### src/hdl/sfam_defines.svh
// Purpose: constants for the special function register area decoder
// Assumes: 8-bit register addresses, 16-bit external data addresses
// Notes: Functional notes follow
`ifndef SFAM_DEFINES_SVH
`define SFAM_DEFINES_SVH

`define SFAM_SYSCTL_ADDR 8'hB1
`define SFAM_MAP_BIT 4
`define SFAM_SWO_BIT 2
`define SFAM_SYSCTL_RESET 8'h21
`define SFAM_SYSCTL_WMASK 8'h3F
`define SFAM_CAN_BASE 16'hF700
`define SFAM_CAN_LAST 16'hF7FF
`define SFAM_MAPPED_COUNT 5
`define SFAM_TOTAL_COUNT 52
`define SFAM_STD_COUNT 47
`define SFAM_PCON2_ADDR 8'h88
`define SFAM_ANASEL_ADDR 8'h90
`define SFAM_VER0_ADDR 8'hFC
`define SFAM_VER1_ADDR 8'hFD
`define SFAM_VER2_ADDR 8'hFE

`endif

### src/hdl/sfam_pkg.sv
// Purpose: types for the special function register area decoder
// Assumes: nothing beyond the defines header
// Notes: the area enum is one-hot
package sfam_pkg;
    typedef enum logic [2:0] {
        SFAM_AREA_NONE = 3'h1,
        SFAM_AREA_STD = 3'h2,
        SFAM_AREA_MAP = 3'h4
    } sfam_area_e;
    typedef logic [7:0] sfam_byte_t;
endpackage : sfam_pkg

### src/hdl/sfam_bit_access.sv
// Purpose: merges a single-bit write into a byte and extracts a read bit
// Assumes: bit index valid only with a bit access
// Notes: used only on the system control register, which is not bit-addressable
`timescale 1ns/1ps
`default_nettype none
module sfam_bit_access
    import sfam_pkg::*;
(
    // current byte and access
    input wire logic [7:0] curByte,
    input wire logic [7:0] wrByte,
    input wire logic bitMode,
    input wire logic [2:0] bitIndex,
    input wire logic bitValue,
    // results
    output logic [7:0] mergedByte,
    output logic readBit
);
    wire [7:0] bitMask = 8'h01 << bitIndex;
    // read-modify-write keeps neighbour bits intact
    assign mergedByte = bitMode ? ((curByte & ~bitMask) | ({8{bitValue}} & bitMask)) : wrByte;
    assign readBit = curByte[bitIndex];
endmodule : sfam_bit_access
`default_nettype wire

### src/hdl/sfam_decoder.sv
// Purpose: special function register area select, system control register, can window decode
// Assumes: cpu core presents one access per cycle on sys_clk
// Notes: peripheral registers live elsewhere; this block decodes and selects, and holds only the system control register and read data
`timescale 1ns/1ps
`default_nettype none
`include "sfam_defines.svh"
module sfam_decoder
    import sfam_pkg::*;
(
    // clock and reset
    input wire logic sys_clk,
    input wire logic reset,
    // special function register access from the core
    input wire logic sfrRd,
    input wire logic sfrWr,
    input wire logic [7:0] sfrAddr,
    input wire logic [7:0] sfrWdata,
    input wire logic sfrBitMode,
    input wire logic [2:0] sfrBitIndex,
    input wire logic sfrBitValue,
    output logic [7:0] sfrRdata,
    output logic sfrBitRdata,
    output logic sfrBitError,
    // read data returned by the two areas
    input wire logic [7:0] stdRdata,
    input wire logic [7:0] mapRdata,
    // area strobes
    output logic stdSel,
    output logic mapSel,
    output logic [2:0] mapIndex,
    output logic [2:0] areaSel,
    // external data space
    input wire logic xdataReq,
    input wire logic [15:0] xdataAddr,
    output logic canSel,
    output logic [7:0] canOffset,
    // system control outputs
    output logic mapAreaSelect,
    output logic canSwitchOff,
    output logic [7:0] systemControl
);
    logic [7:0] system_control_reg;
    logic [7:0] system_control_next;
    logic [7:0] rdataReg;
    logic bitRdReg;
    wire access = sfrRd | sfrWr;
    wire hitSysCtl = sfrAddr == `SFAM_SYSCTL_ADDR;
    // bit access is legal only where the low three address bits are zero
    wire bitAddressable = sfrAddr[2:0] == 3'h0;
    wire mapBit = system_control_reg[`SFAM_MAP_BIT];
    wire hitPcon2 = sfrAddr == `SFAM_PCON2_ADDR;
    wire hitAnasel = sfrAddr == `SFAM_ANASEL_ADDR;
    wire hitVer0 = sfrAddr == `SFAM_VER0_ADDR;
    wire hitVer1 = sfrAddr == `SFAM_VER1_ADDR;
    wire hitVer2 = sfrAddr == `SFAM_VER2_ADDR;
    // exactly five mapped locations
    wire mapHit = hitPcon2 | hitAnasel | hitVer0 | hitVer1 | hitVer2;
    // the control register stays reachable in both areas so software can switch back
    wire mapped = mapBit & mapHit & ~hitSysCtl;
    wire sysCtlHit = access & hitSysCtl;
    wire [7:0] merged;
    wire bitBad = sfrBitMode & ~bitAddressable;

    sfam_bit_access u_bit (
        .curByte(system_control_reg),
        .wrByte(sfrWdata),
        .bitMode(sfrBitMode),
        .bitIndex(sfrBitIndex),
        .bitValue(sfrBitValue),
        .mergedByte(merged),
        .readBit()
    );

    assign mapIndex = hitPcon2 ? 3'h0
        : hitAnasel ? 3'h1
        : hitVer0 ? 3'h2
        : hitVer1 ? 3'h3
        : 3'h4;
    assign mapSel = access & mapped & ~bitBad;
    assign stdSel = access & ~mapped & ~hitSysCtl & ~bitBad;
    // each access lands in one area or is refused; a refused bit access to the control register still shows the standard area
    assign areaSel = mapSel ? SFAM_AREA_MAP : (stdSel | sysCtlHit) ? SFAM_AREA_STD : SFAM_AREA_NONE;
    assign sfrBitError = access & bitBad;
    // reserved bits 7:6 stay at reset; only a write changes the register
    assign system_control_next = (sfrWr & hitSysCtl & ~bitBad)
        ? ((merged & `SFAM_SYSCTL_WMASK) | (system_control_reg & ~`SFAM_SYSCTL_WMASK))
        : system_control_reg;
    wire [7:0] rdSrc = hitSysCtl ? system_control_reg : mapped ? mapRdata : stdRdata;

    always_ff @(posedge sys_clk or posedge reset) begin
        if (reset) begin
            system_control_reg <= `SFAM_SYSCTL_RESET;
        end else begin
            system_control_reg <= system_control_next;
        end
    end

    always_ff @(posedge sys_clk or posedge reset) begin
        if (reset) begin
            rdataReg <= 8'h00;
            bitRdReg <= 1'b0;
        end else if (sfrRd & ~bitBad) begin
            rdataReg <= rdSrc;
            bitRdReg <= rdSrc[sfrBitIndex];
        end
    end

    assign sfrRdata = rdataReg;
    assign sfrBitRdata = bitRdReg;
    assign mapAreaSelect = mapBit;
    assign canSwitchOff = system_control_reg[`SFAM_SWO_BIT];
    assign systemControl = system_control_reg;
    // can window sits in external data space only
    assign canSel = xdataReq & (xdataAddr >= `SFAM_CAN_BASE) & (xdataAddr <= `SFAM_CAN_LAST);
    assign canOffset = xdataAddr[7:0];

    a_map_route: assert property (
        @(posedge sys_clk) disable iff (reset)
        (access & mapBit & mapHit & ~sfrBitMode)
        |-> (mapSel & ~stdSel))
        else $error("mapped access not routed to mapped area");

    a_std_route: assert property (
        @(posedge sys_clk) disable iff (reset)
        (access & ~mapBit & ~hitSysCtl & ~sfrBitMode)
        |-> (stdSel & ~mapSel))
        else $error("standard access misrouted");

    a_select_holds: assert property (
        @(posedge sys_clk) disable iff (reset)
        !(sfrWr & hitSysCtl)
        |=> $stable(mapAreaSelect))
        else $error("select bit changed without write");

    a_map_count: assert property (
        @(posedge sys_clk) disable iff (reset)
        mapSel
        |-> $onehot({hitPcon2, hitAnasel, hitVer0, hitVer1, hitVer2}))
        else $error("mapped hit outside five registers");

    a_bit_write: assert property (
        @(posedge sys_clk) disable iff (reset)
        (sfrWr & hitSysCtl & sfrBitMode)
        |=> $stable(systemControl))
        else $error("bit write to control register not refused");

    a_refused_quiet: assert property (
        @(posedge sys_clk) disable iff (reset)
        sfrBitError
        |-> !(stdSel | mapSel))
        else $error("refused bit access raised a strobe");

    a_bit_read: assert property (
        @(posedge sys_clk) disable iff (reset)
        (sfrRd & sfrBitMode & bitAddressable)
        |=> (sfrBitRdata == sfrRdata[$past(sfrBitIndex)]))
        else $error("bit read returned wrong bit");

    a_rdata_hold: assert property (
        @(posedge sys_clk) disable iff (reset)
        !(sfrRd & ~bitBad)
        |=> $stable(sfrRdata))
        else $error("read data changed without accepted read");

    a_swo_write: assert property (
        @(posedge sys_clk) disable iff (reset)
        (sfrWr & hitSysCtl & ~sfrBitMode)
        |=> (canSwitchOff == $past(sfrWdata[`SFAM_SWO_BIT])))
        else $error("switch-off bit not written");

    a_can_window: assert property (
        @(posedge sys_clk) disable iff (reset)
        canSel
        |-> (xdataAddr[15:8] == 8'hF7))
        else $error("can window decode wrong");

    a_can_hit: assert property (
        @(posedge sys_clk) disable iff (reset)
        (xdataReq & (xdataAddr[15:8] == 8'hF7))
        |-> canSel)
        else $error("can window access missed");

    a_count_total: assert property (
        @(posedge sys_clk) disable iff (reset)
        access
        |-> $onehot({mapSel, stdSel, sysCtlHit & ~bitBad, sfrBitError}))
        else $error("access not routed to exactly one place");

    a_select_pos: assert property (
        @(posedge sys_clk) disable iff (reset)
        (sfrWr & hitSysCtl & ~sfrBitMode)
        |=> (mapAreaSelect == $past(sfrWdata[`SFAM_MAP_BIT])))
        else $error("select bit position wrong");

    a_reserved_bits: assert property (
        @(posedge sys_clk) disable iff (reset)
        $stable(systemControl[7:6]))
        else $error("reserved control bits changed");

    a_sysctl_read: assert property (
        @(posedge sys_clk) disable iff (reset)
        (sfrRd & hitSysCtl & ~sfrBitMode)
        |=> (sfrRdata == $past(systemControl)))
        else $error("control register read wrong");

    a_new_select: assert property (
        @(posedge sys_clk) disable iff (reset)
        (sfrWr & hitSysCtl & ~sfrBitMode & sfrWdata[`SFAM_MAP_BIT])
        ##1 (access & mapHit & ~hitSysCtl & ~sfrBitMode) |-> mapSel)
        else $error("new area not used at once");

    c_map_access: cover property (
        @(posedge sys_clk) disable iff (reset) mapSel);
    c_bit_write: cover property (
        @(posedge sys_clk) disable iff (reset) sfrWr & sfrBitMode & hitSysCtl);
    c_can_hit: cover property (
        @(posedge sys_clk) disable iff (reset) canSel);
    c_switch_off: cover property (
        @(posedge sys_clk) disable iff (reset) $rose(canSwitchOff));
    c_bit_refused: cover property (
        @(posedge sys_clk) disable iff (reset) sfrBitError);
endmodule : sfam_decoder
`default_nettype wire

### config.mk
export PLATFORM = sky130hd
export DESIGN_NAME = sfam_decoder
export DESIGN_NICKNAME = d
export VERILOG_FILES = /design/src/hdl/sfam_pkg.sv /design/src/hdl/sfam_bit_access.sv /design/src/hdl/sfam_decoder.sv
export VERILOG_INCLUDE_DIRS = /design/src /design/src/hdl
export SDC_FILE = /design/constraint.sdc
export NUM_CORES = 1
export LEC_CHECK = 0
export ABC_CLOCK_PERIOD_IN_PS = 3300
export CAP_MARGIN = 40
export CORE_MARGIN = 3
export CORE_UTILIZATION = 30
export CTS_CLUSTER_SIZE = 10
export DETAILED_ROUTE_END_ITERATION = 12
export DONT_BUFFER_PORTS = 1
export GPL_TIMING_DRIVEN = 0
export MAX_ROUTING_LAYER = met4
export PLACE_DENSITY_LB_ADDON = 0.3
export SLEW_MARGIN = 20
export SYNTH_ARGS = -nofsm -noshare
export SYNTH_HDL_FRONTEND = slang
export SYNTH_SLANG_ARGS = --single-unit
### constraint.sdc
create_clock -name sys_clk -period 3.3 [get_ports sys_clk]
set_input_delay 0.66 -clock sys_clk [delete_from_list [all_inputs] [get_ports sys_clk]]
set_output_delay 0.66 -clock sys_clk [all_outputs]
set_load 0.1 [all_outputs]
; ---- Word level (Yosys, flattened, before mapping)
; Index checks and enable logic that the tools add are counted.
[totals]
ff_bits = 17
in_bits = 58
wordCells = 55
[classes]
magnitude_cmp = 3
n_eq_ne = 6
n_shift = 1
mux = 11
bitwise_logic = 30
reduce_logical = 1
[op_table]
columns = op, n
row1 = "8-bit equality test, second input constant", 6
row2 = "16-bit >= comparator, second input constant", 1
row3 = "16-bit less-or-equal comparator, second input constant", 1
row4 = 8-bit two-way mux, 2
row5 = 1-bit AND, 15
row6 = 3-bit two-way mux, 5
row7 = 6-bit AND, 2
row8 = 6-bit by 8-bit OR with 8-bit output, 1
row9 = 6-bit two-way mux, 1
row10 = 6-bit NOT, 1
row11 = 1-bit OR, 6
row12 = 6-bit OR, 1
row13 = "1-bit by 3-bit << shifter with 6-bit output, first input constant", 1
row14 = "3-bit by 4-bit < comparator with 1-bit output, second input constant", 1
row15 = 1-bit NOT, 4
row16 = 1-bit binary-select mux with 3-bit select, 1
row17 = 3-bit zero test, 1
row18 = 2-bit two-way mux, 1
row19 = 1-bit two-way mux, 1

; ---- Longest topological paths before layout
; Gate-level depths: netlist of the first run.
[logic_depth]
ltp_word = 14
ltp_mapped = 8
depth_no_buf = 7

; ---- Cells and area by module
; A second synthesis of the first run with hierarchy kept.
[unflattened]
hier_cells = 179
hier_area_um2 = 1490.2
[by_module_without_submodules]
columns = mod, n_inst, cells_per_inst, area_each_um2, seq_area_each_um2
row1 = sfam_decoder, 1, 133, 1153.6, 377.9
row2 = sfam_bit_access, 1, 46, 336.6, 0.0

; ---- Worst setup path before layout of the first run
; No wires, ideal clock.
[synth_timing]
kind = in2out
start = in sfrAddr[0]
end = out stdSel
arrival_time_ns = 3.593
slack_ns = -0.953
path_stages = 4
n_path_buf = 1
path_cell_list = buf_4 > o31ai_1 > o21ai_0 > nor3_1
[synth_via]
elab_chain_cells = 11
word_cells_on_any_way = 21
cone_classes = eq/ne: 6 / bitwise: 14 / reduce/logical: 1
[synth_rtl]
columns = item, line_no
row1 = "start, declared", sfam_decoder.sv:16  ; input wire logic [7:0] sfrAddr,
row2 = 8-bit equality test (no source line), n/a
row3 = 1-bit OR (4 in series), sfam_decoder.sv:57  ; wire mapHit = hitPcon2 | hitAnasel | hitVer0 | hitVer1 | hitVer2;
row4 = 1-bit AND (2 in series), sfam_decoder.sv:59  ; wire mapped = mapBit & mapHit & ~hitSysCtl;
row5 = 1-bit NOT, sfam_decoder.sv:80  ; assign stdSel = access & ~mapped & ~hitSysCtl & ~bitBad;
row6 = 1-bit AND (2 in series), sfam_decoder.sv:80
row7 = 1-bit AND *, sfam_decoder.sv:80
row8 = "end, declared", sfam_decoder.sv:28  ; output logic stdSel,
; Every way passes the cells marked *; elsewhere a longest branch is shown, timed or not.

; ---- Final worst setup path of the first run
[layout_timing]
start = in sfrAddr[6]
end = out areaSel[2]
[layout_via]
elab_chain_cells = 10
word_cells_on_any_way = 16
cone_classes = eq/ne: 6 / mux: 1 / bitwise: 9
[layout_rtl]
columns = item, line_no
row1 = 8-bit equality test (no source line), n/a
row2 = 1-bit OR (4 in series), sfam_decoder.sv:57
row3 = 1-bit AND, sfam_decoder.sv:59
row4 = 1-bit AND *, sfam_decoder.sv:59
row5 = 1-bit AND * (2 in series), sfam_decoder.sv:79  ; assign mapSel = access & mapped & ~bitBad;
row6 = named net mapSel, sfam_decoder.sv:29  ; output logic mapSel,
row7 = 3-bit two-way mux *, sfam_decoder.sv:82  ; assign areaSel = mapSel ? SFAM_AREA_MAP : (stdSel | sysCtlHit) ? SFAM_AREA_STD : SFAM_AREA_NONE;
row8 = "end, declared", sfam_decoder.sv:31  ; output logic [2:0] areaSel,
; Mark *: on every way through the listed nets, which the timed path passes. The rest lies on a longest branch.

==> impl_metrics.tcl, run 1 <==
set metrics [dict create \
    cts_buffers 3 \
    fin_skew_ns 0.003479 \
    wire_per_inst_um 16.16 \
    ys.flop_type "dfrtp_1" \
    slew_viol_final 0 \
    post-route-min-period_ns 3.211 \
    cts_tree "done" \
    synth_edf_count 0 \
    cts_max_level 1 \
    ys_async_sr_fraction_pct 100.0 \
    vdd_drop_max_uv 157.4 \
    met1_length_mm 1.691 \
    rsz0062_at_grt "false" \
    synth_top_area_share_pct 23.47 \
    clk_pin_slew_ns 0.06 \
    ys_ff_latch 15 \
    synth.area.top_cells "dfrtp_1 (23%), buf_4 (8.1%), nand2_1 (6.5%)" \
    tightest_slew_ns 0.8957 \
    antenna_found_initial 0 \
    r2r_slack_ns 1.01 \
    crit_chain "nor4b_4 > nand2_2 > a211o_4 > nand2_8 > inv_1 > nor2_4 > buf_12" \
    yosys.area.top_type "dfrtp_1" \
    worst-endpoint-arrival_ns 2.55 \
    hold_slack_ns 0.3594 \
    grt_pass1_wl_mm 6.223 \
    synthToLayoutAreaGrowth_pct 44.49 \
    die_width_um 73.98 \
    place_ws_ns -0.1477 \
    p_leak_nw 0.8327 \
    antenna_left 0 \
    dr_wl_met2_mm 1.975 \
    netlist_area_um2 1386 \
    ys_warn_count 0 \
    ioPinCount 95 \
    nNetsFinal 263 \
    core_area_um2 4414 \
    drc_errors 0 \
    routabilityCongestion 0.8783 \
    p_sw_mw 0.3752 \
    p_per_area_nw_per_um2 397.8 \
    finalHoldViolCount 0 \
    crit_required_ns 2.64 \
    combPwrFrac_pct 47.9 \
    postSynthCellCount 170 \
    syn_area_per_cell_um2 8.155 \
    critPathCaptureType "primary output" \
    fmax_ghz 0.3114 \
    critPathTopFamily "simple AND/OR/NAND/NOR gates" \
    top_layer "met4" \
    wirelength_mm 4.138 \
    min_period_over_period_pct 97.31 \
    cts_root_buf "clkbuf_8" \
    setup_violations 0 \
    reg2reg_from "systemControl[4]" \
    clkPwrFrac_pct 19.2 \
    path_buf_inv 2 \
    fin_area_um2 2003 \
    synth-seq-area-share_pct 27.26 \
    n_antenna_cell 0 \
    grt_overflow_total 0 \
    rr_endpoint "sfrBitRdata" \
    route.met3.wl_um 448 \
    cts.sinks 15 \
    swShare_pct 47.08 \
    clock_latency_ns 0.25 \
    path_max_fanout 8 \
    drive_gt1_share_pct 33.82 \
    grt_max_degree 16 \
    clk_path_buf_depth 2 \
    postCtsHoldBufs 0 \
    die_y_um 73.98 \
    crit_type "input pin to primary output" \
    cpMaxStageDelayCell "nor2_4" \
    slowest_delay_ns 0.56 \
    r2r_cells 6 \
    placementRows 24 \
    dieArea_um2 5473 \
    dp_hpwl_mm 3.455 \
    grt_usage_pct 15.30 \
    status "completed" \
    yosysUniqueCellTypes 53 \
    setup_slack_ns 0.08869 \
    drt-initial-drc-count 39 \
    dr.pass1.iters 4 \
    vias 1409 \
    initial_core_util_pct 31.41 \
    power.internal_mw 0.4218 \
    pwr-share-seq_pct 32.9 \
    place_area_um2 1923 \
    via_per_inst 5.504 \
    fin_cells 256 \
    maxCapViolCount 0 \
    final_util_pct 45.38 \
    placed_cells_incl_taps 250 \
    grt_pass1_vias 1257 \
    slew_headroom_pct 40.29 \
    holdCritPathClass "input pin to async pin" \
    port_buffers 0 \
    worstSetupStartpointType "input pin" \
]
==> how the worst max path moves through the flow <==
stage	from	end	slack, ns	depth (start not counted)
after floorplan	sfrAddr[0]	stdSel	-0.23	4
after global placement	sfrAddr[0]	stdSel	-0.54	4
after detailed placement	sfrAddr[2]	areaSel[2]	-0.15	7
after CTS	sfrAddr[2]	areaSel[2]	0.003	7
after global routing	sfrAddr[6]	areaSel[2]	0.005	7
final	sfrAddr[6]	areaSel[2]	0.09	7
==> cell type report <==
class,instances,area (um^2)
repair buffers,29,419.2
clock buffers,4,45.04
multi-input cells,128,908.4
fillers,443,2411
flip-flops and latches,15,381.6
plain buffers,21,157.7
well taps,52,65.06
inverters,7,26.28
==> flip-flops by register name (all words and copies together) (netlist names) <==
register,count
sfrBitRdata,1
sfrRdata,8
systemControl,6
==> cells in the final DEF, fill, tap and decap left out, types with 2 or more instances in the layout <==
master,count
a2111oi_2,2
a21oi_1,2
a221o_1,2
a2bb2oi_1,2
a31oi_1,4
a41o_1,2
buf_1,10
buf_16,10
buf_2,3
buf_4,15
buf_8,6
clkbuf_1,5
clkbuf_8,3
conb_1,2
dfrtp_1,12
dfstp_2,2
inv_1,7
mux2i_1,4
nand2_1,24
nand3_1,9
nand4_1,3
nand4b_1,2
nor2_1,14
nor2_2,2
nor2b_2,2
nor3_1,2
nor3_4,2
o21ai_0,12
o22ai_1,2
o31ai_1,3
==> cell families after synthesis <==
logic type,after synthesis,share of synthesized area [%]
compound gates,42,23.47
other cells,1,0.2705
mux,5,4.513
xor+xnor,1,0.6319
flops,15,27.26
simple gates,78,31.50
buf+inv,28,12.37
==> power groups by stage <==
stage,Combinational [mW],Clock [mW],Sequential (mW)
CTS,0.382,0.156,0.263
floorplan,0.164,0,0.350
finish,0.382,0.153,0.262
global route,0.399,0.165,0.264
detailed placement,0.381,0,0.266
global placement,0.178,0,0.356
==> cell usage after synthesis (2+ instances only) <==
cell and n:
nand2_1 24, nor2_1 17, buf_4 15, dfrtp_1 13, o21ai_0 12, nand3_1 9, inv_1 7, a31oi_1 5
mux2i_1 4, nor3_1 4, clkbuf_1 3, nand4_1 3, o22ai_1 3, o31ai_1 3, a2111oi_2 2, a21oi_1 2
a221o_1 2, a2bb2oi_1 2, a41o_1 2, buf_2 2, dfstp_2 2, nand4b_1 2, nor2b_1 2
==> worst reg2reg max path, stage by stage (launching register included) <==
cell       delay [ns]
dfrtp_4          0.67
nand2_1          0.17
a211o_4          0.38
nand2_8          0.12
mux4_2           0.32
a2111oi_2        0.37
a31oi_1          0.13
==> what timing repair did <==
action | CTS | global route
setup buffers | 0 | 1
resized for setup | 4 | 1
cloned | 0 | 0
pin swaps | 1 | 3
endpoints found under the setup margin | 1 | 1
==> per-stage QoR <==
stage | power (mW) | TNS, ns
after floorplan | 0.5146 | -0.2826
after global placement | 0.5332 | -1.234
after global routing | 0.8278 | 0
after detailed placement | 0.6469 | -0.1477
after CTS | 0.8008 | 0
final | 0.7969 | 0
==> layer usage <==
| metal | global-route usage, % | vias up |
|---|---|---|
| li1 | - | 678 |
| met1 | 18.77 | 643 |
| met2 | 25.69 | 82 |
| met3 | 4.459 | 6 |
| met4 | 1.811 | 0 |
| met5 | - | - |
(Power assumes the default switching activity.)
==> inputs of run 2 (changes only) <==
--- a/config.mk
+++ b/config.mk
@@ -16,6 +16,7 @@
 export GPL_TIMING_DRIVEN = 0
 export MAX_ROUTING_LAYER = met4
 export PLACE_DENSITY_LB_ADDON = 0.3
+export RECOVER_POWER = 25
 export SLEW_MARGIN = 20
 export SYNTH_ARGS = -nofsm -noshare
 export SYNTH_HDL_FRONTEND = slang
==> impl_metrics.tcl, run 2 (synthesis gave the netlist of run 1 again) <==
set metrics [dict create \
    dr.pass1.iters 4 \
    grt_usage_pct 15.30 \
    worst-endpoint-arrival_ns 2.55 \
    status "completed" \
    ioPinCount 95 \
    cts_max_level 1 \
    worstSetupEndpoint "areaSel[2]" \
    grt_overflow_total 0 \
    path_max_fanout 8 \
    grt_pass1_vias 1257 \
    drt-initial-drc-count 50 \
    drive_gt1_share_pct 33.33 \
    cts_buffers 3 \
    via_per_inst 5.453 \
    dieArea_um2 5473 \
    dp_hpwl_mm 3.455 \
    initial_core_util_pct 31.41 \
    placementRows 24 \
    fin_cells 256 \
    nNetsFinal 263 \
    reg2reg_from "systemControl[4]" \
    post-route-min-period_ns 3.211 \
    slowest_delay_ns 0.56 \
    rsz0062_at_grt "false" \
    fmax_ghz 0.3114 \
    rr_endpoint "sfrBitRdata" \
    core_area_um2 4414 \
    final_common_cell "nand2_1" \
    holdCritPathClass "input pin to async pin" \
    slew_viol_final 0 \
    placed_cells_incl_taps 250 \
    antenna_found_initial 0 \
    n_antenna_cell 0 \
    vdd_drop_max_uv 157.5 \
    routabilityCongestion 0.8783 \
    worstSetupStartpointType "input pin" \
    gr-max-usage-layer "met2" \
    grtUsageMet3_pct 4.459 \
    min_period_over_period_pct 97.30 \
    clock_latency_ns 0.25 \
    p_per_area_nw_per_um2 397.6 \
    r2r_slack_ns 1.01 \
    drc_errors 0 \
    critPathCaptureType "primary output" \
    maxCapViolCount 0 \
    grt_pass1_wl_mm 6.223 \
    multi_input_area_um2 908.4 \
    crit_required_ns 2.64 \
    fillers 447 \
    crit_chain "nor4b_4 > nand2_2 > a211o_4 > nand2_8 > inv_1 > nor2_4 > buf_12" \
    final_util_pct 44.84 \
    crit_start "sfrAddr[6]" \
    largest_register_ffs 8 \
    clk_pin_slew_ns 0.06 \
    antenna_left 0 \
    cpMaxStageDelayCell "nor2_4" \
    finalPower_mw 0.7870 \
    final_cell_mix "nand2_1 (24), buf_4 (15), nor2_1 (14)" \
    cts_tree "done" \
    gr-usage-met1_pct 18.77 \
    port_buffers 0 \
    grt_max_degree 16 \
    setup_violations 0 \
    wirelength_mm 4.143 \
    tightest_slew_ns 1.175 \
    clk_path_buf_depth 2 \
    seqCellArea_um2 381.6 \
    crit_type "input pin to primary output" \
    wire_per_inst_um 16.18 \
    die_width_um 73.98 \
    cts.sinks 15 \
    slew_headroom_pct 22.02 \
    r2r_cells 6 \
    finalHoldViolCount 0 \
    die_y_um 73.98 \
    synthToLayoutAreaGrowth_pct 42.78 \
    vias 1396 \
    p_leak_nw 0.8216 \
    fin_skew_ns 0.003504 \
    cts_root_buf "clkbuf_8" \
    gr-usage-met2_pct 25.69 \
]
[run 2: cell type report]
type,instances,area share [%]
Multi-Input combinational cell,128,45.89
Timing Repair Buffer,29,19.97
Sequential cell,15,19.28
Buffer,21,7.965
Tap cell,52,3.287
Clock buffer,4,2.276
Inverter,7,1.327
[run 2: worst min path at each step]
stage	from	end
floorplan	reset	sfrBitRdata
global placement	reset	systemControl[1]
detailed placement	systemControl[2]	systemControl[2]
CTS	reset	systemControl[1]
global route	reset	sfrRdata[0]
finish	reset	systemControl[2]
[run 2: where the power goes]
group          internal (mW)  switching (mW)  leakage (nW)
logic                  0.125           0.248         0.617
clock network         0.0857          0.0668        0.0228
registers              0.203          0.0581         0.181
[run 2: worst max-delay path: cells and delay by family]
kind                   cells  cell delay [ns]
AOI/OAI and AO/OA          1             0.38
and+or+nand+nor            4             1.16
buffers and inverters      2             0.34
[run 2: metal layers]
layer	wire (um)	part of all wire, %
met2	1972	48
met3	401	9.7
met4	23	0.56
met1	1746	42
met5	0	0
[run 2: timing repair]
item | CTS | global route
pin swaps | 1 | 3
resized for setup | 4 | 1
buffers inserted | 0 | 1
endpoints found under the hold margin | 0 | 0
endpoints found under the setup margin | 1 | 1
hold buffers | 0 | 0
[run 2: per-stage QoR]
| stage | area (um^2) | setup slack (ns) | setup TNS [ns] | hold WS [ns] |
|---|---|---|---|---|
| after CTS | 1983 | 0.003150 | 0 | 0.3849 |
| after detailed placement | 1923 | -0.1477 | -0.1477 | 0.6044 |
| final | 1979 | 0.08903 | 0 | 0.3638 |
| after global placement | 1483 | -0.5419 | -1.234 | 0.6481 |
| after floorplan | 1418 | -0.2251 | -0.2826 | 0.5600 |
| after global routing | 1979 | 0.005326 | 0 | 0.4251 |
